$ cat src/tmr8_defines.svh
`ifndef TMR8_DEFINES_SVH
`define TMR8_DEFINES_SVH
// Summary of operation
// - Counter and compare value are each held in eight-bit registers.
// - Tick comes from internal prescaler or external pin, selector picks edge.
// - Source select of zero stops the counter; no ticks are produced.
// - Each tick clears, increments or decrements the counter per wave mode.
// - Internal count, direction and clear controls drive the counter.
// - CPU may access counter anytime; a CPU write beats clear or count.
// - Bottom is 0x00, max is 0xff; top is 0xff or compare value.
// - Two wave mode bits in the control register set the count sequence.
// - Overflow flag set in normal, CTC and phase correct modes, never in fast PWM; may request an interrupt.
// - Comparator runs continuously; equality sets compare flag one tick later.
// - Compare interrupt only with its enable and global enable both set.
// - Compare flag clears on interrupt execution or a software one write.
// - Compare value double buffered in PWM modes, updated at top in both modes.
// - CPU access goes to buffer when buffering, else to compare register.
// - Match, wave mode and action bits drive the waveform generator.
// - Force strobe in non-PWM modes forces a match and updates output.
// - A forced match sets no flag and does not reload or clear counter.
// - A CPU counter write blocks compare matches in the following tick.
// - Mode 0 counts up, wraps 0xff to 0x00, overflow flag at zero.
// - Mode 2 clears counter on match; compare value is top.
// - Action setting zero leaves the compare output unchanged on a match.
`define TMR8_ADDR_COUNT    32'h0000_0000
`define TMR8_ADDR_COMPARE  32'h0000_0004
`define TMR8_ADDR_CONTROL  32'h0000_0008
`define TMR8_ADDR_MASK     32'h0000_000c
`define TMR8_ADDR_FLAG     32'h0000_0010
`define TMR8_ADDR_GLOBAL   32'h0000_0014
`define TMR8_CTL_CS_LSB    0
`define TMR8_CTL_WGM1_BIT  3
`define TMR8_CTL_COM_LSB   4
`define TMR8_CTL_WGM0_BIT  6
`define TMR8_CTL_FOC_BIT   7
`define TMR8_FLG_OVF_BIT   0
`define TMR8_FLG_CMP_BIT   1
`define TMR8_GLB_IEN_BIT   7
`define TMR8_BOTTOM        8'h00
`define TMR8_MAX           8'hff
`define TMR8_RST_BYTE      8'h00
`define TMR8_RESP_OKAY     2'b00
`define TMR8_RESP_SLVERR   2'b10
`endif

$ cat src/tmr8_pkg.sv
package tmr8_pkg;
    typedef enum logic [1:0] {
        TMR8_WM_NORMAL = 2'b00,
        TMR8_WM_PCPWM  = 2'b01,
        TMR8_WM_CTC    = 2'b10,
        TMR8_WM_FPWM   = 2'b11
    } tmr8_wave_e;
    typedef enum logic [1:0] {
        TMR8_BS_IDLE = 2'b00,
        TMR8_BS_RESP = 2'b01
    } tmr8_bus_e;
endpackage

$ cat src/tmr8_tick_sel.sv
`include "tmr8_defines.svh"
module tmr8_tick_sel
    import tmr8_pkg::*;
(
    // Clock and reset.
    input  wire logic       aclk,
    input  wire logic       aresetn,
    // Tick sources.
    input  wire logic [2:0] source_select,
    input  wire logic       ext_count_pin,
    // Tick out.
    output logic            timer_tick
);
    logic [9:0] pre_ff;
    logic       pin_ff;
    logic       pin_rise;
    logic       pin_fall;

    // The prescaler restarts whenever the timer is stopped.
    always_ff @(posedge aclk) begin
        if (!aresetn || source_select == 3'h0) begin
            pre_ff <= 10'h000;
        end else begin
            pre_ff <= pre_ff + 10'h001;
        end
    end

    always_ff @(posedge aclk) begin
        if (!aresetn) begin
            pin_ff <= 1'b0;
        end else begin
            pin_ff <= ext_count_pin;
        end
    end

    assign pin_rise = ext_count_pin & ~pin_ff;
    assign pin_fall = ~ext_count_pin & pin_ff;

    always_comb begin
        case (source_select)
            3'h0: timer_tick = 1'b0;
            3'h1: timer_tick = 1'b1;
            3'h2: timer_tick = (pre_ff[2:0] == 3'h7);
            3'h3: timer_tick = (pre_ff[5:0] == 6'h3f);
            3'h4: timer_tick = (pre_ff[7:0] == 8'hff);
            3'h5: timer_tick = (pre_ff == 10'h3ff);
            3'h6: timer_tick = pin_fall;
            default: timer_tick = pin_rise;
        endcase
    end
endmodule

$ cat src/tmr8_top.sv
// Design decisions made here: the AXI4-Lite slave port and the register addresses.
`include "tmr8_defines.svh"
module tmr8_top
    import tmr8_pkg::*;
(
    // Clock and reset.
    input  wire logic        aclk,
    input  wire logic        aresetn,
    // AXI4-Lite write address.
    input  wire logic [31:0] s_axi_awaddr,
    input  wire logic        s_axi_awvalid,
    output logic             s_axi_awready,
    // AXI4-Lite write data.
    input  wire logic [31:0] s_axi_wdata,
    input  wire logic [3:0]  s_axi_wstrb,
    input  wire logic        s_axi_wvalid,
    output logic             s_axi_wready,
    // AXI4-Lite write response.
    output logic [1:0]       s_axi_bresp,
    output logic             s_axi_bvalid,
    input  wire logic        s_axi_bready,
    // AXI4-Lite read address.
    input  wire logic [31:0] s_axi_araddr,
    input  wire logic        s_axi_arvalid,
    output logic             s_axi_arready,
    // AXI4-Lite read data.
    output logic [31:0]      s_axi_rdata,
    output logic [1:0]       s_axi_rresp,
    output logic             s_axi_rvalid,
    input  wire logic        s_axi_rready,
    // Pins.
    input  wire logic        ext_count_pin,
    input  wire logic        irq_ack_overflow,
    input  wire logic        irq_ack_compare,
    output logic             compare_output,
    output logic             irq_overflow,
    output logic             irq_compare
);
    logic [7:0] count_value_ff;
    logic [7:0] compare_value_ff;
    logic [7:0] compare_buf_ff;
    logic [2:0] source_select_ff;
    logic [1:0] wave_mode_ff;
    logic [1:0] compare_output_action_ff;
    logic       overflow_ie_ff;
    logic       compare_irq_enable_ff;
    logic       overflow_flag_ff;
    logic       compare_flag_ff;
    logic       global_ie_ff;
    logic       count_down_ff;
    logic       block_ff;
    logic       aw_got_ff;
    logic       w_got_ff;
    logic [31:0] aw_addr_ff;
    logic [31:0] w_data_ff;
    logic [3:0]  w_strb_ff;
    logic       timer_tick;
    logic       wave_ok;
    logic       is_pwm;
    logic [7:0] top_val;
    logic       at_top;
    logic       at_bottom;
    logic       match_raw;
    logic       match_evt;
    logic       wr_fire;
    logic       wr_hit_cnt;
    logic       wr_hit_cmp;
    logic       wr_hit_ctl;
    logic       wr_hit_msk;
    logic       wr_hit_flg;
    logic       wr_hit_glb;
    logic       wr_ok;
    logic       force_evt;
    logic       cnt_clear;
    logic       cnt_count;
    logic [7:0] nxt_count;
    logic [31:0] rd_word;
    logic       rd_ok;
    logic [31:0] wa;
    logic [31:0] wd;

    tmr8_tick_sel u_tick (
        .aclk          (aclk),
        .aresetn       (aresetn),
        .source_select (source_select_ff),
        .ext_count_pin (ext_count_pin),
        .timer_tick    (timer_tick)
    );

    // Write address and data are each taken once, in either order.
    assign s_axi_awready = ~aw_got_ff & ~s_axi_bvalid;
    assign s_axi_wready  = ~w_got_ff & ~s_axi_bvalid;
    assign s_axi_arready = ~s_axi_rvalid;
    assign wa = aw_got_ff ? aw_addr_ff : s_axi_awaddr;
    assign wd = w_got_ff ? w_data_ff : s_axi_wdata;
    assign wr_fire = (aw_got_ff | (s_axi_awvalid & s_axi_awready))
                   & (w_got_ff | (s_axi_wvalid & s_axi_wready)) & ~s_axi_bvalid;
    assign wr_ok = (w_got_ff ? w_strb_ff[0] : s_axi_wstrb[0]);
    assign wr_hit_cnt = wr_fire & wr_ok & (wa == `TMR8_ADDR_COUNT);
    assign wr_hit_cmp = wr_fire & wr_ok & (wa == `TMR8_ADDR_COMPARE);
    assign wr_hit_ctl = wr_fire & wr_ok & (wa == `TMR8_ADDR_CONTROL);
    assign wr_hit_msk = wr_fire & wr_ok & (wa == `TMR8_ADDR_MASK);
    assign wr_hit_flg = wr_fire & wr_ok & (wa == `TMR8_ADDR_FLAG);
    assign wr_hit_glb = wr_fire & wr_ok & (wa == `TMR8_ADDR_GLOBAL);

    always_ff @(posedge aclk) begin
        if (!aresetn) begin
            aw_got_ff  <= 1'b0;
            w_got_ff   <= 1'b0;
            aw_addr_ff <= 32'h0000_0000;
            w_data_ff  <= 32'h0000_0000;
            w_strb_ff  <= 4'h0;
        end else if (wr_fire) begin
            aw_got_ff <= 1'b0;
            w_got_ff  <= 1'b0;
        end else begin
            if (s_axi_awvalid && s_axi_awready) begin
                aw_got_ff  <= 1'b1;
                aw_addr_ff <= s_axi_awaddr;
            end
            if (s_axi_wvalid && s_axi_wready) begin
                w_got_ff  <= 1'b1;
                w_data_ff <= s_axi_wdata;
                w_strb_ff <= s_axi_wstrb;
            end
        end
    end

    always_ff @(posedge aclk) begin
        if (!aresetn) begin
            s_axi_bvalid <= 1'b0;
            s_axi_bresp  <= `TMR8_RESP_OKAY;
        end else if (wr_fire) begin
            s_axi_bvalid <= 1'b1;
            s_axi_bresp  <= (wa[31:5] == 27'h0 && wa[4:0] <= 5'h14 && wa[1:0] == 2'h0)
                          ? `TMR8_RESP_OKAY : `TMR8_RESP_SLVERR;
        end else if (s_axi_bready) begin
            s_axi_bvalid <= 1'b0;
        end
    end

    // Control register: source, wave mode, output action; strobe bit not stored.
    always_ff @(posedge aclk) begin
        if (!aresetn) begin
            source_select_ff         <= 3'h0;
            wave_mode_ff             <= 2'h0;
            compare_output_action_ff <= 2'h0;
            overflow_ie_ff           <= 1'b0;
            compare_irq_enable_ff    <= 1'b0;
            global_ie_ff             <= 1'b0;
        end else begin
            if (wr_hit_ctl) begin
                source_select_ff         <= wd[`TMR8_CTL_CS_LSB +: 3];
                wave_mode_ff             <= {wd[`TMR8_CTL_WGM1_BIT], wd[`TMR8_CTL_WGM0_BIT]};
                compare_output_action_ff <= wd[`TMR8_CTL_COM_LSB +: 2];
            end
            if (wr_hit_msk) begin
                overflow_ie_ff        <= wd[`TMR8_FLG_OVF_BIT];
                compare_irq_enable_ff <= wd[`TMR8_FLG_CMP_BIT];
            end
            if (wr_hit_glb) begin
                global_ie_ff <= wd[`TMR8_GLB_IEN_BIT];
            end
        end
    end

    assign is_pwm    = wave_mode_ff[0];
    assign top_val   = (wave_mode_ff == TMR8_WM_CTC) ? compare_value_ff : `TMR8_MAX;
    assign at_top    = (count_value_ff == top_val);
    assign at_bottom = (count_value_ff == `TMR8_BOTTOM);
    assign match_raw = (count_value_ff == compare_value_ff);
    assign match_evt = timer_tick & match_raw & ~block_ff;
    assign force_evt = wr_hit_ctl & wd[`TMR8_CTL_FOC_BIT] & ~is_pwm;
    assign wave_ok   = 1'b1;

    // Counter controls: clear on CTC match, direction from phase correct mode.
    always_comb begin
        cnt_clear = (wave_mode_ff == TMR8_WM_CTC) & match_evt;
        cnt_count = timer_tick & wave_ok;
        nxt_count = count_value_ff;
        if (wr_hit_cnt) begin
            nxt_count = wd[7:0];
        end else if (cnt_clear) begin
            nxt_count = `TMR8_BOTTOM;
        end else if (cnt_count) begin
            if (wave_mode_ff == TMR8_WM_PCPWM && (count_down_ff ? !at_bottom : at_top)) begin
                nxt_count = count_value_ff - 8'h01;
            end else if (wave_mode_ff == TMR8_WM_PCPWM && count_down_ff) begin
                nxt_count = count_value_ff + 8'h01;
            end else begin
                nxt_count = count_value_ff + 8'h01;
            end
        end
    end

    always_ff @(posedge aclk) begin
        if (!aresetn) begin
            count_value_ff <= `TMR8_RST_BYTE;
            count_down_ff  <= 1'b0;
        end else begin
            count_value_ff <= nxt_count;
            if (wave_mode_ff != TMR8_WM_PCPWM) begin
                count_down_ff <= 1'b0;
            end else if (cnt_count && !wr_hit_cnt) begin
                if (at_top && !count_down_ff) begin
                    count_down_ff <= 1'b1;
                end else if (at_bottom && count_down_ff) begin
                    count_down_ff <= 1'b0;
                end
            end
        end
    end

    // A counter write arms a block that lasts until the next tick passes.
    always_ff @(posedge aclk) begin
        if (!aresetn) begin
            block_ff <= 1'b0;
        end else if (wr_hit_cnt) begin
            block_ff <= 1'b1;
        end else if (timer_tick) begin
            block_ff <= 1'b0;
        end
    end

    // Compare value and its buffer.
    always_ff @(posedge aclk) begin
        if (!aresetn) begin
            compare_value_ff <= `TMR8_RST_BYTE;
            compare_buf_ff   <= `TMR8_RST_BYTE;
        end else begin
            if (wr_hit_cmp) begin
                compare_buf_ff <= wd[7:0];
            end
            if (wr_hit_cmp && !is_pwm) begin
                compare_value_ff <= wd[7:0];
            end else if (!is_pwm) begin
                compare_value_ff <= compare_value_ff;
            end else if (timer_tick && (wave_mode_ff == TMR8_WM_FPWM ? at_top
                         : (at_top && !count_down_ff))) begin
                compare_value_ff <= compare_buf_ff;
            end
        end
    end

    // Flags: a set in the same cycle as a clear wins.
    always_ff @(posedge aclk) begin
        if (!aresetn) begin
            overflow_flag_ff <= 1'b0;
            compare_flag_ff  <= 1'b0;
        end else begin
            if (timer_tick && !wr_hit_cnt && (is_pwm ? (at_bottom && count_down_ff)
                : (count_value_ff == `TMR8_MAX && !cnt_clear))) begin
                overflow_flag_ff <= 1'b1;
            end else if (irq_ack_overflow
                         || (wr_hit_flg && wd[`TMR8_FLG_OVF_BIT])) begin
                overflow_flag_ff <= 1'b0;
            end
            if (match_evt) begin
                compare_flag_ff <= 1'b1;
            end else if (irq_ack_compare
                         || (wr_hit_flg && wd[`TMR8_FLG_CMP_BIT])) begin
                compare_flag_ff <= 1'b0;
            end
        end
    end

    always_ff @(posedge aclk) begin
        if (!aresetn) begin
            irq_overflow <= 1'b0;
            irq_compare  <= 1'b0;
        end else begin
            irq_overflow <= overflow_flag_ff & overflow_ie_ff & global_ie_ff;
            irq_compare  <= compare_flag_ff & compare_irq_enable_ff & global_ie_ff;
        end
    end

    tmr8_wavegen u_wave (
        .aclk                  (aclk),
        .aresetn               (aresetn),
        .match_evt             (match_evt),
        .force_evt             (force_evt),
        .top_evt               (timer_tick & at_top),
        .bottom_evt            (timer_tick & at_bottom),
        .count_down            (count_down_ff),
        .wave_mode             (wave_mode_ff),
        .compare_output_action (compare_output_action_ff),
        .compare_output        (compare_output)
    );

    // Read path.
    always_comb begin
        rd_word = 32'h0000_0000;
        rd_ok   = 1'b1;
        case (s_axi_araddr)
            `TMR8_ADDR_COUNT:   rd_word = {24'h0, count_value_ff};
            `TMR8_ADDR_COMPARE: rd_word = {24'h0, is_pwm ? compare_buf_ff : compare_value_ff};
            `TMR8_ADDR_CONTROL: rd_word = {24'h0, 1'b0, wave_mode_ff[0],
                                           compare_output_action_ff, wave_mode_ff[1],
                                           source_select_ff};
            `TMR8_ADDR_MASK:    rd_word = {30'h0, compare_irq_enable_ff, overflow_ie_ff};
            `TMR8_ADDR_FLAG:    rd_word = {30'h0, compare_flag_ff, overflow_flag_ff};
            `TMR8_ADDR_GLOBAL:  rd_word = {24'h0, global_ie_ff, 7'h00};
            default:            rd_ok   = 1'b0;
        endcase
    end

    always_ff @(posedge aclk) begin
        if (!aresetn) begin
            s_axi_rvalid <= 1'b0;
            s_axi_rdata  <= 32'h0000_0000;
            s_axi_rresp  <= `TMR8_RESP_OKAY;
        end else if (s_axi_arvalid && s_axi_arready) begin
            s_axi_rvalid <= 1'b1;
            s_axi_rdata  <= rd_word;
            s_axi_rresp  <= rd_ok ? `TMR8_RESP_OKAY : `TMR8_RESP_SLVERR;
        end else if (s_axi_rready) begin
            s_axi_rvalid <= 1'b0;
        end
    end
endmodule

$ cat src/tmr8_wavegen.sv
`include "tmr8_defines.svh"
module tmr8_wavegen
    import tmr8_pkg::*;
(
    // Clock and reset.
    input  wire logic       aclk,
    input  wire logic       aresetn,
    // Events.
    input  wire logic       match_evt,
    input  wire logic       force_evt,
    input  wire logic       top_evt,
    input  wire logic       bottom_evt,
    input  wire logic       count_down,
    // Settings.
    input  wire logic [1:0] wave_mode,
    input  wire logic [1:0] compare_output_action,
    // Output.
    output logic            compare_output
);
    logic nxt_oc;

    always_comb begin
        nxt_oc = compare_output;
        case (wave_mode)
            TMR8_WM_NORMAL, TMR8_WM_CTC: begin
                if (match_evt || force_evt) begin
                    case (compare_output_action)
                        2'h1: nxt_oc = ~compare_output;
                        2'h2: nxt_oc = 1'b0;
                        2'h3: nxt_oc = 1'b1;
                        default: nxt_oc = compare_output;
                    endcase
                end
            end
            TMR8_WM_FPWM: begin
                if (compare_output_action[1]) begin
                    if (match_evt) begin
                        nxt_oc = compare_output_action[0];
                    end else if (bottom_evt) begin
                        nxt_oc = ~compare_output_action[0];
                    end
                end
            end
            default: begin
                if (compare_output_action[1] && match_evt) begin
                    nxt_oc = compare_output_action[0] ^ ~count_down;
                end else if (compare_output_action[1] && top_evt) begin
                    nxt_oc = ~compare_output_action[0];
                end
            end
        endcase
    end

    always_ff @(posedge aclk) begin
        if (!aresetn) begin
            compare_output <= 1'b0;
        end else begin
            compare_output <= nxt_oc;
        end
    end
endmodule
$ cat config.mk
export PLATFORM = sky130hd
export DESIGN_NAME = tmr8_top
export DESIGN_NICKNAME = d
export VERILOG_FILES = /design/src/tmr8_pkg.sv /design/src/tmr8_tick_sel.sv /design/src/tmr8_top.sv /design/src/tmr8_wavegen.sv
export VERILOG_INCLUDE_DIRS = /design/src
export SDC_FILE = /design/constraint.sdc
export NUM_CORES = 1
export LEC_CHECK = 0
export BUFFER_PORTS_ARGS = -buffer_cell sky130_fd_sc_hd__clkbuf_2
export CAP_MARGIN = 15
export CORE_MARGIN = 2
export CORE_UTILIZATION = 51
export CTS_BUF_LIST = sky130_fd_sc_hd__clkbuf_8
export DETAILED_ROUTE_END_ITERATION = 10
export PLACE_DENSITY = 0.83
export SLEW_MARGIN = 25
export SYNTH_ARGS = -nofsm -noshare
export SYNTH_HDL_FRONTEND = slang
export SYNTH_HIERARCHICAL = 1
export SYNTH_SLANG_ARGS = --single-unit
$ cat constraint.sdc
create_clock -name aclk -period 3.86 [get_ports aclk]
set_input_delay 0.579 -clock aclk [delete_from_list [all_inputs] [get_ports aclk]]
set_output_delay 0.579 -clock aclk [all_outputs]
set_load 0.03 [all_outputs]
; Yosys cells after proc, flatten, opt, wreduce, memory -nomap -nowiden
; Index checks and enable logic that the tools add are counted.
[classes]
addsub = 3
magnitude_cmp = 1
eq_ne = 34
muxes = 40
bitwise = 42
n_reduce_logical = 53
[ops]
columns = cell, n
row1 = $eq 32x4->1 const B, 4
row2 = $eq 32x5->1 const B, 4
row3 = $mux 8, 10
row4 = $eq 32x3->1 const B, 2
row5 = $logic_not 32->1, 2
row6 = $pmux 8 s6, 1
row7 = $mux 32, 1
row8 = $logic_not 27->1, 1
row9 = $and 1x1->1, 26
row10 = $mux 1, 23
row11 = $logic_and 1x1->1, 17
row12 = $eq 8x8->1, 2
row13 = $eq 8x8->1 const B, 2
row14 = $reduce_bool 2->1, 8
row15 = $not 1->1, 13
row16 = $eq 3x3->1 const B, 4
row17 = $add 10x1->10 const B, 1
row18 = $eq 10x10->1 const B, 1
row19 = $add 8x1->8 const B, 1
row20 = $eq 2x2->1 const B, 4
row21 = $logic_not 8->1, 1
row22 = $reduce_and 2->1, 4
row23 = $sub 8x1->8 const B, 1
row24 = $pmux 1 s7, 1
row25 = other kinds (23), 39
[word_totals]
register_bits = 133
input_bits = 110

; Logic depth before layout (Yosys ltp)
; Gate-level depths: netlist of the first run.
[depth]
word_depth = 13
mapped_depth = 15
mapped_depth_nobuf = 14

; Hierarchy
; Netlist of the first run, hierarchy kept.
[by_module_without_submodules]
columns = module, n_inst, cells_each, area_each_um2, seq_area_each_um2
row1 = tmr8_top, 1, 621, 5052.3, 1901.8
row2 = tmr8_tick_sel, 1, 58, 495.5, 220.2
row3 = tmr8_wavegen, 1, 17, 138.9, 20.0

; Worst setup path before layout of the first run
; OpenSTA, ideal clock, no wires.
[synth_timing]
kind = register to register
from = register wave_mode_ff[0]
to = register count_value_ff[7]
setup_time_ns = 0.074
arrival_time_ns = 3.497
required_time_ns = 3.786
path_slack_ns = 0.289
path_stages_with_launch = 16
period_less_slack_ns = 3.571
path_cell_list = dfxtp_1 > clkbuf_1 > nand2b_1 > or3b_2 > o41a_1 > nor3_1 > a21oi_1 > nor2_1 > ha_1 > a21o_1 > a21oi_1 > o211ai_1 > a21oi_1 > nor2b_1 > or4b_1 > a31oi_1
[synth_between]
elab_chain_cells = 9
elab_cells_between_ends = 12
cone_classes = eq/ne (3) / mux (6) / bitwise (1) / reduce/logical (2)
[synth_lines]
columns = item, line_no
row1 = "start, declared", tmr8_top.sv:43  ; logic [1:0] wave_mode_ff;
row2 = "start signal, assigned", tmr8_top.sv:154  ; wave_mode_ff <= {wd[`TMR8_CTL_WGM1_BIT], wd[`TMR8_CTL_WGM0_BIT]};
row3 = $eq 2x2->1, "tmr8_top.sv:168, tmr8_top.sv:178"
row4 = $mux 8 (no source line), n/a
row5 = $eq 8x8->1, tmr8_top.sv:169  ; assign at_top = (count_value_ff == top_val);
row6 = $mux 1, tmr8_top.sv:186  ; if (wave_mode_ff == TMR8_WM_PCPWM && (count_down_ff ? !at_bottom : at_top)) begin
row7 = $logic_and 1x1->1, tmr8_top.sv:186
row8 = $mux 8, tmr8_top.sv:186
row9 = $mux 8, tmr8_top.sv:185  ; end else if (cnt_count) begin
row10 = $mux 8, tmr8_top.sv:183  ; end else if (cnt_clear) begin
row11 = $mux 8, tmr8_top.sv:181  ; if (wr_hit_cnt) begin
row12 = "end signal, assigned", tmr8_top.sv:198  ; count_value_ff <= `TMR8_RST_BYTE;
row13 = "end signal, assigned", tmr8_top.sv:201  ; count_value_ff <= nxt_count;
row14 = "end, declared", tmr8_top.sv:39  ; logic [7:0] count_value_ff;
; Parallel ways exist; a longest one is shown, timed or not. The select of a mux whose other input is x is not followed.
; A chain may end at the register's enable or synchronous reset.

; Worst setup path after layout of the first run
[layout_timing]
from = register count_value_ff[7]
to = register count_value_ff[7]
[layout_between]
elab_chain_cells = 8
elab_cells_between_ends = 16
cone_classes = add/sub (2) / eq/ne (2) / mux (5) / bitwise (3) / reduce/logical (4)
[layout_lines]
columns = item
row1 = branches (longest 8 deep; another with $add 8x1->8)
; Parallel ways; which one is timed is not known. The select of a mux whose other input is x is not followed.

==> results of run 1 <==
## where the power goes
group          switching [W]  internal (W)  leakage (nW)
clock               0.000384      0.000271        0.0934
combinational       0.000174     0.0000954          1.59
sequential         0.0000274       0.00113         0.867
total               0.000586       0.00150          2.55
## cell families (layout without fill, tap and decap cells)
logic type      after synthesis  after routing  share of synthesized area
fa+ha+maj                     9              9                     0.0211
flops                       107            107                      0.377
mux                          48             48                     0.0887
buf+inv                      87            151                     0.0779
simple gates                291            291                      0.251
compound gates              137            137                      0.160
other cells                   1             26                   0.000659
xor+xnor                     16             16                     0.0246
## critical path, stage by stage (launching register included)
cell and delay (ns):
sky130_fd_sc_hd__dfxtp_1 0.41, sky130_fd_sc_hd__nor2b_1 0.17, sky130_fd_sc_hd__a2111o_1 0.35, sky130_fd_sc_hd__o41a_1 0.50
sky130_fd_sc_hd__nor3_1 0.16, sky130_fd_sc_hd__a21oi_1 0.06, sky130_fd_sc_hd__nor2_1 0.15, sky130_fd_sc_hd__buf_4 0.17
sky130_fd_sc_hd__ha_1 0.27, sky130_fd_sc_hd__a21oi_2 0.19, sky130_fd_sc_hd__o211ai_1 0.16, sky130_fd_sc_hd__a21oi_1 0.17
sky130_fd_sc_hd__nor2b_1 0.07, sky130_fd_sc_hd__or4b_1 0.49, sky130_fd_sc_hd__a31oi_1 0.13
## through the flow
stage                     utilization  setup WS, ns  std cells
after floorplan                     -         0.289        721
after global placement          0.570         0.368        908
after detailed placement        0.571         0.301        909
after CTS                       0.588         0.273        925
after global routing            0.589        0.0604        925
final                           0.589         0.348        925
## area by class of cell
| cell class | count | area, µm² |
|---|---|---|
| Multi-Input combinational cell | 527 | 3200 |
| Inverter | 25 | 93.8 |
| Sequential cell | 107 | 2140 |
| Clock buffer | 11 | 151 |
| Timing Repair Buffer | 110 | 583 |
| Fill cell | 986 | 4460 |
| Clock inverter | 5 | 36.3 |
| Tap cell | 140 | 175 |
## flip-flops by register name (all words and copies together), names as in the netlist, 2 cells and up
| name | cells |
|---|---|
| source_select_ff | 3 |
| count_value_ff | 8 |
| wave_mode_ff | 2 |
| compare_value_ff | 8 |
| compare_buf_ff | 8 |
| compare_output_action_ff | 2 |
| w_data_ff | 8 |
| aw_addr_ff | 32 |
| s_axi_rdata | 8 |
| u_tick/pre_ff | 10 |
## what timing repair did
action                                  CTS  global route
hold buffers                              0             0
buffers inserted                          0             0
endpoints found under the setup margin    0             1
gates resized for setup                   0             1
## cell usage in the layout, fill, tap and decap left out, types with 8 or more instances in the layout
cell / count
sky130_fd_sc_hd__dfxtp_1: 107
sky130_fd_sc_hd__nand2_1: 100
sky130_fd_sc_hd__clkbuf_2: 100
sky130_fd_sc_hd__nor2_1: 74
sky130_fd_sc_hd__a21oi_1: 54
sky130_fd_sc_hd__mux2i_1: 32
sky130_fd_sc_hd__nor3_1: 26
sky130_fd_sc_hd__conb_1: 26
sky130_fd_sc_hd__inv_1: 25
sky130_fd_sc_hd__nor4_1: 21
sky130_fd_sc_hd__nand3_1: 17
sky130_fd_sc_hd__mux2_2: 14
sky130_fd_sc_hd__a22oi_1: 14
sky130_fd_sc_hd__o21ai_0: 12
sky130_fd_sc_hd__clkbuf_8: 11
sky130_fd_sc_hd__xnor2_1: 9
sky130_fd_sc_hd__buf_4: 9
sky130_fd_sc_hd__ha_1: 8
## worst max path at each step
stage                                         startpoint  slack, ns                        endpoint  cells past startpoint
after detailed placement  count_value_ff[7]$_SDFFE_PN0P_       0.30  count_value_ff[7]$_SDFFE_PN0P_                     14
final                     count_value_ff[7]$_SDFFE_PN0P_       0.35  count_value_ff[7]$_SDFFE_PN0P_                     14
after global placement    count_value_ff[7]$_SDFFE_PN0P_       0.37  count_value_ff[7]$_SDFFE_PN0P_                     14
after CTS                 count_value_ff[7]$_SDFFE_PN0P_       0.27  count_value_ff[7]$_SDFFE_PN0P_                     14
after global routing      count_value_ff[7]$_SDFFE_PN0P_       0.06  count_value_ff[7]$_SDFFE_PN0P_                     14
after floorplan             wave_mode_ff[0]$_SDFFE_PN0P_       0.29  count_value_ff[7]$_SDFFE_PN0P_                     15
## routing by layer
metal / global-route usage / up-vias / wire [µm]
met4: 0.0832 / 0 / 333
met1: 0.286 / 2350 / 5760
met5: 0 / - / 0
li1: - / 2603 / -
met3: 0.0480 / 25 / 1050
met2: 0.400 / 214 / 6140
==> impl_summary.md, run 1 <==
STA
Across the routed clock network, the largest skew measured is 0.0108 ns. The total negative setup slack is 0 ns. The period utilization is 0.910. The final hold slack is 0.390 ns. In this run the tightest slew margin relative to its limit is 0.440. For the pin with the worst max-slew slack, the measured transition is 0.840 ns. The top achievable clock speed is 285 MHz.

The number of max-slew violations in the final report is 0. The shortest period the worst path allows is 3.51 ns. Setup violations remaining at the end of the flow were counted as 0.

The final-report hold violation count is 0. Setup repair after global routing left no endpoint under its margin.

Hold path
The startpoint identified for the worst hold timing path is s_axi_rready. The number of stages on the worst hold path is 2. The sink of the worst hold path is s_axi_rvalid$_SDFFE_PN0P_. The tightest min-delay check is of the input pin to flop type.

Power and ir drop
The peak ir drop on the vdd network is 0.238 mV. Power spread over the standard cell area amounts to 327 mW/mm². The static power due to leakage is 2.55 nW. The overall power after layout is 0.00208 W.

Yosys
Counting distinct cell types in the post-synthesis netlist gives 70. The most repeated cell in the gate-level netlist after synthesis is sky130_fd_sc_hd__dfxtp_1. The part of the Yosys area used for sequential elements is 0.377.

The share of flip-flops with an asynchronous set or reset after synthesis is 0. In this run, synthesis inferred 0 flip-flops with an integrated enable. Of the post-synthesis cell area, the dominant cell type holds 0.377. Synthesis produced 696 cells. The register bit count reported by yosys is 107.

The average instance area after synthesis is 8.17 µm². Ranked by instance count, the synthesized netlist is headed by sky130_fd_sc_hd__dfxtp_1, sky130_fd_sc_hd__nand2_1, sky130_fd_sc_hd__nor2_1. The most used flip-flop cell after synthesis is sky130_fd_sc_hd__dfxtp_1. sky130_fd_sc_hd__dfxtp_1 takes more of the synthesized area than any other cell. By area the synthesized netlist is led by sky130_fd_sc_hd__dfxtp_1, sky130_fd_sc_hd__nand2_1, sky130_fd_sc_hd__mux2i_1, sky130_fd_sc_hd__nor2_1, sky130_fd_sc_hd__a21oi_1. Yosys printed 6 warnings. The synthesized netlist occupies a cell area of 0.00569 mm².

Run
Across the run, the number of max-cap violations was 0.

Clock network
The H-tree depth reported by CTS is 3. The clock latency on the worst-skew pair is 0.38 ns. The buffer levels on the longest clock path is 2. TritonCTS created 9 clock buffers.

Clock-pin slew was measured on the worst setup and hold paths at 0.10 ns. The tree is rooted in a sky130_fd_sc_hd__clkbuf_8. The clock sink count is 107. TritonCTS built the clock tree.

Global routing
The number of antenna violations at the first check in global routing is 0. The number of global-route vias before repair was 4726. Entering global routing, the biggest net connects 79 pins. The total overflow left after global routing is 0.

The first global-routing pass estimated 21.9 mm of wire. In the global route stage, overall resource usage came out at 0.232.

Floorplan
In this run the standard cell core region covers 0.0108 mm². The y dimension of the die is 110 µm. The effective utilization at floorplan is 0.525. The die extent in x is 110 µm. The site row count is 38. During I/O placement, the number of pins put on the boundary was 154.

The die covers 0.0120 mm².

Detailed routing
The routed wire length is 13.3 mm. For this block, the via count after detailed routing is 5192. In the final routed layout, each cell accounts on average for 14.4 µm. The number of vias per cell is 5.61.

The final antenna-violating net count is 0. For this run, design rule violations remaining after detail routing come to 0. The first detailed-routing pass ran for 5 iterations. The count of routing violations after the opening detailed-route iteration is 362.

Place
The total of buffers placed on input and output ports is 100. The half-perimeter wire length after detailed placement is 9.89 mm. The placed cell area is 0.00619 mm². The final weighted congestion in routability-driven placement is 0.912.

Setup path
The critical path data required time is 4.18 ns. STA classifies the critical path endpoint as a flop. The worst register-to-register path ends at count_value_ff[7]$_SDFFE_PN0P_. The startpoint type of the worst setup path is a flop. The largest fanout on the critical path is 9. The critical path in this run is classified as flop to flop.

At the worst endpoint, the arrival time is 3.83 ns. The worst-case register-to-register setup slack is 0.35 ns. The startpoint identified for the worst register-to-register timing path is count_value_ff[7]$_SDFFE_PN0P_.

The worst register-to-register path has a depth of 14.

Finish
The area of all placed cells without fillers is 0.00638 mm². In the final design database the tool counted 899 nets. The number of diodes added for antenna fixing is 0. The share of layout cells above drive strength 1 is 0.195.

Compared with the post-synthesis result, the final layout area differs by 12.2%.

Run status
The flow ran to the end, and the final reports show no timing, DRC or antenna violations.
(Power assumes the default switching activity.)
==> run 2: changes to the inputs <==
CTS_BUF_LIST = sky130_fd_sc_hd__clkbuf_2   (was sky130_fd_sc_hd__clkbuf_8)
clock period = 4.5 ns   (was 3.86 ns; I/O delays follow)
==> run 2 against run 1 <==
- total power shrank 17%
- largest cell class unchanged
- hold slack lost 0.12 ns
- critical endpoint unchanged
- count of clock-buffer cells in the layout is 1 lower
- critical path type unchanged
- core utilization shrank 0.69 points
- sequential power down 14%
- first-iteration DRC count up 33%
- die area did not move
- cell area decreased by 1.2%
- sequential cell count is the same
- fmax fell by 4.7%
- critical path depth is 1 higher
- largest power group unchanged
- register-to-register slack gained 0.47 ns
==> impl_summary.md, run 2 (same netlist as run 1, synthesis figures left out) <==
Place
The half-perimeter wire length after detailed placement is 9.80 mm (-0.83%). The total of buffers placed on input and output ports came to 100 (unchanged). The final weighted congestion in routability-driven placement is 0.936 (+2.6%). The setup slack at placement is 0.879 ns (+0.579 ns). The placed cell area is 0.00617 mm² (-0.36%).

Clock network
The clock tree root buffer cell is sky130_fd_sc_hd__clkbuf_2. The clock-pin transition on the worst setup and hold timing paths is 0.27 ns (+0.17 ns). The number of gates resized after CTS is 0 (unchanged). The total of hold buffers inserted after clock tree synthesis is 0 (unchanged). The H-tree depth reported by CTS is 3 (unchanged). The clock sink count came to 107 (unchanged). The TritonCTS buffer count is 9 (unchanged).

TritonCTS built the clock tree. The buffer levels on the longest clock path is 2 (unchanged). The number of setup buffers added after CTS is 0 (unchanged). The clock latency on the worst-skew pair came to 0.59 ns (+0.21 ns).

Global routing
The overall global routing resource usage is 0.229 (-0.00346). The aggregate global routing overflow was 0 (unchanged). The maximum number of pins on one net before global-route repair is 61 (-23%). The number of global-route vias before repair is 4608 (-2.5%). The global-route wire length before repair is 21.7 mm (-0.94%). The number of antenna violations at the first check in global routing is 0 (unchanged).

Finish
The library cells used most frequently in the layout, excluding fill and tap cells, are sky130_fd_sc_hd__clkbuf_2, sky130_fd_sc_hd__dfxtp_1, sky130_fd_sc_hd__nand2_1. The area of all placed cells without fillers came to 0.00631 mm² (-1.2%). The share of layout cells above drive strength 1 is 0.192 (-0.00309).

Leaving out fill and tap cells, the most frequent cell in the layout is sky130_fd_sc_hd__clkbuf_2. The area added between synthesis and finish is 10.9%. The largest registers in the layout are aw_addr_ff: 32 flops, u_tick/pre_ff: 10 flops. The number of nets in the layout came to 896 (-0.33%). The number of diodes added for antenna fixing is 0 (unchanged). The flip-flop count of the largest register after layout was 32 (unchanged).

The register with the most flip-flops in the final layout is aw_addr_ff.

STA
The worst setup slack after layout is 0.814 ns (+0.466 ns). The worst slew margin relative to its limit came to 0.429 (-0.0112). The number of max-slew violations in the final report is 0 (unchanged).

The total negative setup slack is 0 ns (unchanged). The top achievable clock speed is 271 MHz (-4.7%). The final-report hold violation count is 0 (unchanged). The shortest period the worst path allows came to 3.69 ns (+0.174 ns). The worst clock skew was 0.0320 ns (+0.0212 ns). The final count of negative-setup-slack endpoints is 0 (unchanged). The actual slew at the worst max-slew pin is 0.849 ns (+0.00896 ns). The period utilization is 0.819 (-0.0908). Setup repair after global routing left no endpoint under its margin.

Power and ir drop
The power per cell area was 276 mW/mm² (-16%). The portion of total power attributed to combinational logic came to 0.135 (+0.006). The switching power total came to 0.000492 W (-16%). The switching share of power is 0.283 (+0.00203). The share of total power in sequential cells is 0.575 (+0.019). The share of power burned in the clock network is 0.289 (-0.025).

The peak ir drop on the vdd network is 0.166 mV (-30%). The cell-internal power came to 0.00125 W (-17%). The overall power after layout came to 0.00174 W (-17%). The static power due to leakage is 2.53 nW (-1.0%).

Floorplan
The y dimension of the die is 110 µm (unchanged). The site row count was 38 (unchanged). The effective utilization at floorplan is 0.525 (unchanged). The count of pins on the block boundary is 154 (unchanged). The placeable core region is 0.0108 mm² (unchanged).

The die extent in x is 110 µm (unchanged). The die area was 0.0120 mm² (unchanged).

Setup path
The largest fanout on the critical path was 7 (-2). The setup path with the least slack is of type flop to flop. The cell depth of the worst flop-to-flop path is 15 (+1).

The endpoint class of the critical path is a flop. The worst-case register-to-register setup slack is 0.81 ns (+0.47 ns). The number of buffers and inverters on the critical path is 1 (unchanged). The standard cell with the maximum stage delay on the critical path is sky130_fd_sc_hd__o41a_1. The maximum cell stage delay along the critical path is 0.49 ns (about the same). The worst flop-to-flop path startpoint is count_value_ff[2]$_SDFFE_PN0P_. The critical path goes through nor2b_1 -> a2111o_1 -> o41a_1 -> nor3_1 -> a21oi_1 -> nor2_1 -> buf_4 -> ha_1 -> a21o_1 -> a21oi_1 -> o211ai_1 -> a21oi_1 -> nor2b_1 -> or4b_1 -> a31oi_1. The critical path data required time is 5.04 ns (+0.86 ns). In this run the critical register-to-register path is captured at count_value_ff[7]$_SDFFE_PN0P_.

The cell family contributing the most delay on the critical path is compound AO/OA/AOI/OAI gates. The startpoint type of the worst setup path is a flop. The arrival time of data at the critical path endpoint is 4.22 ns (+0.39 ns). The most numerous cell type found on the critical path is sky130_fd_sc_hd__a21oi_1. In this run the worst setup path begins at count_value_ff[2]$_SDFFE_PN0P_.

Detailed routing
The detailed-route via count is 5176 (-0.31%). The final antenna-violating net count came to 0 (unchanged). The number of remaining DRC errors is 0 (unchanged).

The count of routing violations after the opening detailed-route iteration is 483 (+33%). The number of vias per cell is 5.61 (about the same). The routed wire length is 13.3 mm (+0.30%). The number of detailed-routing iterations run before antenna repair is 6 (+1). The routed wirelength normalized by instance count is 14.5 µm (+0.63%).

Hold path
The worst hold path begins at s_axi_rready. The worst hold path belongs to the class input pin to flop. The number of stages on the worst hold path is 2 (unchanged). The path with the worst hold slack has its endpoint at s_axi_rvalid$_SDFFE_PN0P_.

Run
The count of maximum capacitance violations came to 0 (unchanged).

Run status
The run finished with clean final reports.
==> run 2: worst reg2reg max path, stage by stage (launching register included) <==
cell,delay [ns]
sky130_fd_sc_hd__dfxtp_1,0.44
sky130_fd_sc_hd__nor2b_1,0.17
sky130_fd_sc_hd__a2111o_1,0.40
sky130_fd_sc_hd__o41a_1,0.49
sky130_fd_sc_hd__nor3_1,0.16
sky130_fd_sc_hd__a21oi_1,0.06
sky130_fd_sc_hd__nor2_1,0.09
sky130_fd_sc_hd__buf_4,0.17
sky130_fd_sc_hd__ha_1,0.24
sky130_fd_sc_hd__a21o_1,0.18
sky130_fd_sc_hd__a21oi_1,0.21
sky130_fd_sc_hd__o211ai_1,0.17
sky130_fd_sc_hd__a21oi_1,0.17
sky130_fd_sc_hd__nor2b_1,0.08
sky130_fd_sc_hd__or4b_1,0.49
sky130_fd_sc_hd__a31oi_1,0.13
==> run 2: worst max-delay path by stage <==
stage / endpoint / slack [ns] / cells after the start
global route: count_value_ff[7]$_SDFFE_PN0P_ / 0.49 / 15
finish: count_value_ff[7]$_SDFFE_PN0P_ / 0.81 / 15
CTS: count_value_ff[7]$_SDFFE_PN0P_ / 0.82 / 15
floorplan: count_value_ff[7]$_SDFFE_PN0P_ / 0.93 / 15
detailed placement: count_value_ff[7]$_SDFFE_PN0P_ / 0.88 / 15
global placement: count_value_ff[7]$_SDFFE_PN0P_ / 0.90 / 15
==> run 2: layout make-up <==
| type | instances | area (µm²) |
|---|---|---|
| clock inverters | 6 | 88.8 |
| inverters | 25 | 93.8 |
| repair buffers | 107 | 561 |
| fillers | 1007 | 4530 |
| multi-input cells | 527 | 3200 |
| flip-flops and latches | 107 | 2140 |
| clock buffers | 10 | 50.0 |
| well taps | 140 | 175 |
==> run 2: power groups by stage <==
stage	logic [W]	registers (W)	clock network, W
finish	0.000235	0.00100	0.000502
CTS	0.000235	0.00100	0.000514
global placement	0.000229	0.00102	0
floorplan	0.000172	0.00101	0
detailed placement	0.000234	0.00102	0
global route	0.000260	0.00101	0.000551
==> run 2: metrics by stage <==
stage,cells,util,hold WS [ns]
floorplan,721,-,0.430
global placement,905,0.568,0.437
detailed placement,906,0.569,0.445
CTS,922,0.582,0.232
global route,922,0.582,0.204
finish,922,0.582,0.274
==> run 2: per-layer routing <==
layer / GRT usage / routed length (µm) / vias up
met5: 0 / 0 / -
met4: 0.0570 / 154 / 0
met3: 0.0480 / 1000 / 16
met2: 0.393 / 6330 / 233
met1: 0.293 / 5840 / 2337
li1: - / - / 2590
==> run 3: changes to the inputs <==
clock period = 3.6 ns   (was 4.5 ns; I/O delays follow)
==> run 3 against run 2 <==
- die area unchanged
- combinational power up 25%
- clock skew up 0.0051 ns
- critical path type unchanged
- first-iteration DRC count down 37%
- routed wire length up 1.1%
- via count up 2.3%
- count of clock-buffer cells in the layout down 1
- total power up 19%
- cell area up 1.0%
- sequential cell count unchanged
==> impl_summary.md, run 3 (same netlist as run 1, synthesis figures left out) <==
Run
The count of maximum capacitance violations was 0 (unchanged).

Setup path
The maximum cell stage delay along the critical path is 0.51 ns (+0.02 ns). The cell depth of the worst flop-to-flop path was 14 (-1). The slowest stage of the critical path belongs to the cell sky130_fd_sc_hd__or4b_1. Traced cell by cell, the critical path runs through nor2b_1 -> a2111o_1 -> o41a_1 -> nor3_2 -> a21oi_1 -> nor2_1 -> buf_4 -> ha_1 -> a21oi_2 -> o211ai_1 -> a21oi_1 -> nor2b_1 -> or4b_1 -> a31oi_1. The startpoint type of the worst setup path is a flop. The cell family contributing the most delay on the critical path is compound AO/OA/AOI/OAI gates. The largest fanout on the critical path is 3 (-4). The worst-case register-to-register setup slack came to 0.25 ns (-0.57 ns).

The number of buffers and inverters on the critical path is 1 (unchanged). In this run the critical register-to-register path is captured at count_value_ff[7]$_SDFFE_PN0P_. The critical path in this run is classified as flop to flop. STA classifies the critical path endpoint as a flop. The critical path data required time came to 4.11 ns (-0.93 ns). The arrival time of data at the critical path endpoint is 3.86 ns (-0.36 ns). The worst flop-to-flop path startpoint is count_value_ff[2]$_SDFFE_PN0P_.

STA
The worst clock skew was 0.0371 ns (+0.00507 ns). The total negative setup slack came to 0 ns (unchanged). The shortest period the worst path allows was 3.35 ns (-0.333 ns). The actual slew at the worst max-slew pin is 0.914 ns (+0.0649 ns). The period utilization is 0.931 (+0.112). The final count of negative-setup-slack endpoints came to 0 (unchanged).

The number of max-slew violations in the final report was 0 (unchanged). The final hold slack came to 0.0942 ns (-0.180 ns). The final-report hold violation count came to 0 (unchanged). The worst slew margin relative to its limit is 0.390 (-0.0389). The top achievable clock speed is 298 MHz (+9.9%).

Setup repair after global routing left no endpoint under its margin.

Floorplan
The y dimension of the die came to 110 µm (unchanged). The die area is 0.0120 mm² (unchanged). The site row count is 38 (unchanged). The placeable core region is 0.0108 mm² (unchanged). The effective utilization at floorplan is 0.525 (unchanged).

The die extent in x is 110 µm (unchanged). The count of pins on the block boundary is 154 (unchanged).

Clock network
The clock-pin transition on the worst setup and hold timing paths is 0.31 ns (+0.04 ns). The TritonCTS buffer count is 9 (unchanged). The clock sink count is 107 (unchanged). The root buffer cell chosen for the clock tree is sky130_fd_sc_hd__clkbuf_2. The clock latency on the worst-skew pair is 0.58 ns (about the same). The buffer levels on the longest clock path is 2 (unchanged). The H-tree depth reported by CTS came to 3 (unchanged). TritonCTS built the clock tree.

Finish
The flip-flop count of the largest register after layout came to 32 (unchanged). The area growth from synthesis to layout is 12.0%. In the layout the commonest cells are sky130_fd_sc_hd__clkbuf_2, sky130_fd_sc_hd__nand2_1, sky130_fd_sc_hd__dfxtp_1.

The largest registers in the layout are aw_addr_ff: 32 flops, u_tick/pre_ff: 10 flops. The number of nets in the layout is 908 (+1.3%). The area of combinational cells with multiple inputs came to 0.00321 mm² (+0.27%).

The number of filler instances in the final layout is 1008 (+0.099%). The share of layout cells above drive strength 1 was 0.214 (+0.0223). The largest register by flop count is aw_addr_ff. The footprint of the flip-flops and latches is 0.00215 mm² (+0.41%).

The most common library cell in the layout ignoring fill and taps is sky130_fd_sc_hd__clkbuf_2. The number of diodes added for antenna fixing is 0 (unchanged).

Detailed routing
The detailed-route via count is 5295 (+2.3%). The count of routing violations after the opening detailed-route iteration is 303 (-37%). The routed wirelength normalized by instance count is 14.4 µm (-0.17%). The number of remaining DRC errors is 0 (unchanged). The number of detailed-routing iterations run before antenna repair is 5 (-1). The routed wire length is 13.5 mm (+1.1%).

The final antenna-violating net count is 0 (unchanged). The number of vias per cell is 5.67 (+0.98%).

Place
The half-perimeter wire length after detailed placement is 10.1 mm (+2.7%). The total of buffers placed on input and output ports is 100 (unchanged). The final weighted congestion in routability-driven placement is 0.933 (-0.32%).

Global routing
The overall global routing resource usage is 0.223 (-0.00571). The number of antenna violations at the first check in global routing was 0 (unchanged). The global-route wire length before repair is 21.3 mm (-1.8%). The maximum number of pins on one net before global-route repair is 54 (-11%). The aggregate global routing overflow is 0 (unchanged). The number of global-route vias before repair is 4748 (+3.0%).

Power and ir drop
The power per cell area is 324 mW/mm² (+18%). The static power due to leakage is 2.58 nW (+2.1%). The peak ir drop on the vdd network is 0.186 mV (+12%).

Run status
The run finished with clean final reports.

Hold path
The sink of the worst hold path is s_axi_rvalid$_SDFFE_PN0P_. The class of the tightest hold or removal check is input pin to flop. The number of stages on the worst hold path is 2 (unchanged).

The source of the worst hold timing path is s_axi_rready.
## run 3: cell types whose count changed in the layout (fill, tap and decap cells not counted), sizes merged
cell	previous run	this run
bufinv	2	0
clkinv	2	3
clkbuf	110	109
buf	7	19
clkinvlp	1	0
inv	26	29
## run 3: where the power goes
part           internal (W)  switching [W]  leakage [nW]
logic              0.000102       0.000191          1.64
registers           0.00122      0.0000263         0.870
clock network      0.000106       0.000416        0.0681
## run 3: per-layer routing
metal | global-route usage | up-vias | share of wire
li1 | - | 2617 | -
met1 | 0.270 | 2407 | 0.43
met2 | 0.394 | 237 | 0.47
met3 | 0.0439 | 34 | 0.075
met4 | 0.0759 | 0 | 0.029
met5 | 0 | - | 0
## run 3: area by class of cell
class                           instances  share of cell area
Clock buffer                            9             0.00707
Clock inverter                          7             0.00903
Inverter                               25              0.0147
Multi-Input combinational cell        527               0.503
Sequential cell                       107               0.338
Tap cell                              140              0.0275
Timing Repair Buffer                  119               0.101
## run 3: repair_timing
| action | CTS | global route |
|---|---|---|
| hold endpoints to repair | 0 | 0 |
| setup buffers | 0 | 4 |
| gates resized for setup | 0 | 9 |
| hold buffers | 0 | 0 |
| setup endpoints to repair | 0 | 1 |
## run 3: worst max-delay path by stage
stage / cells after the start / start / end
2_1_floorplan: 15 / wave_mode_ff[0]$_SDFFE_PN0P_ / count_value_ff[7]$_SDFFE_PN0P_
3_3_place_gp: 14 / count_value_ff[0]$_SDFFE_PN0P_ / count_value_ff[7]$_SDFFE_PN0P_
3_5_place_dp: 14 / count_value_ff[0]$_SDFFE_PN0P_ / count_value_ff[7]$_SDFFE_PN0P_
4_1_cts: 14 / count_value_ff[1]$_SDFFE_PN0P_ / count_value_ff[7]$_SDFFE_PN0P_
5_1_grt: 14 / count_value_ff[2]$_SDFFE_PN0P_ / count_value_ff[7]$_SDFFE_PN0P_
6_report: 14 / count_value_ff[2]$_SDFFE_PN0P_ / count_value_ff[7]$_SDFFE_PN0P_
## run 3: metrics by stage
step	setup WS [ns]	instance area (µm²)	power [W]	util	std cells
5_1_grt	0.0316	6370	0.00215	0.588	934
4_1_cts	0.122	6320	0.00208	0.583	930
3_5_place_dp	0.192	6220	0.00156	0.574	914
2_1_floorplan	0.0288	5780	0.00148	-	721
6_report	0.248	6370	0.00206	0.588	934
3_3_place_gp	0.245	6220	0.00156	0.574	914
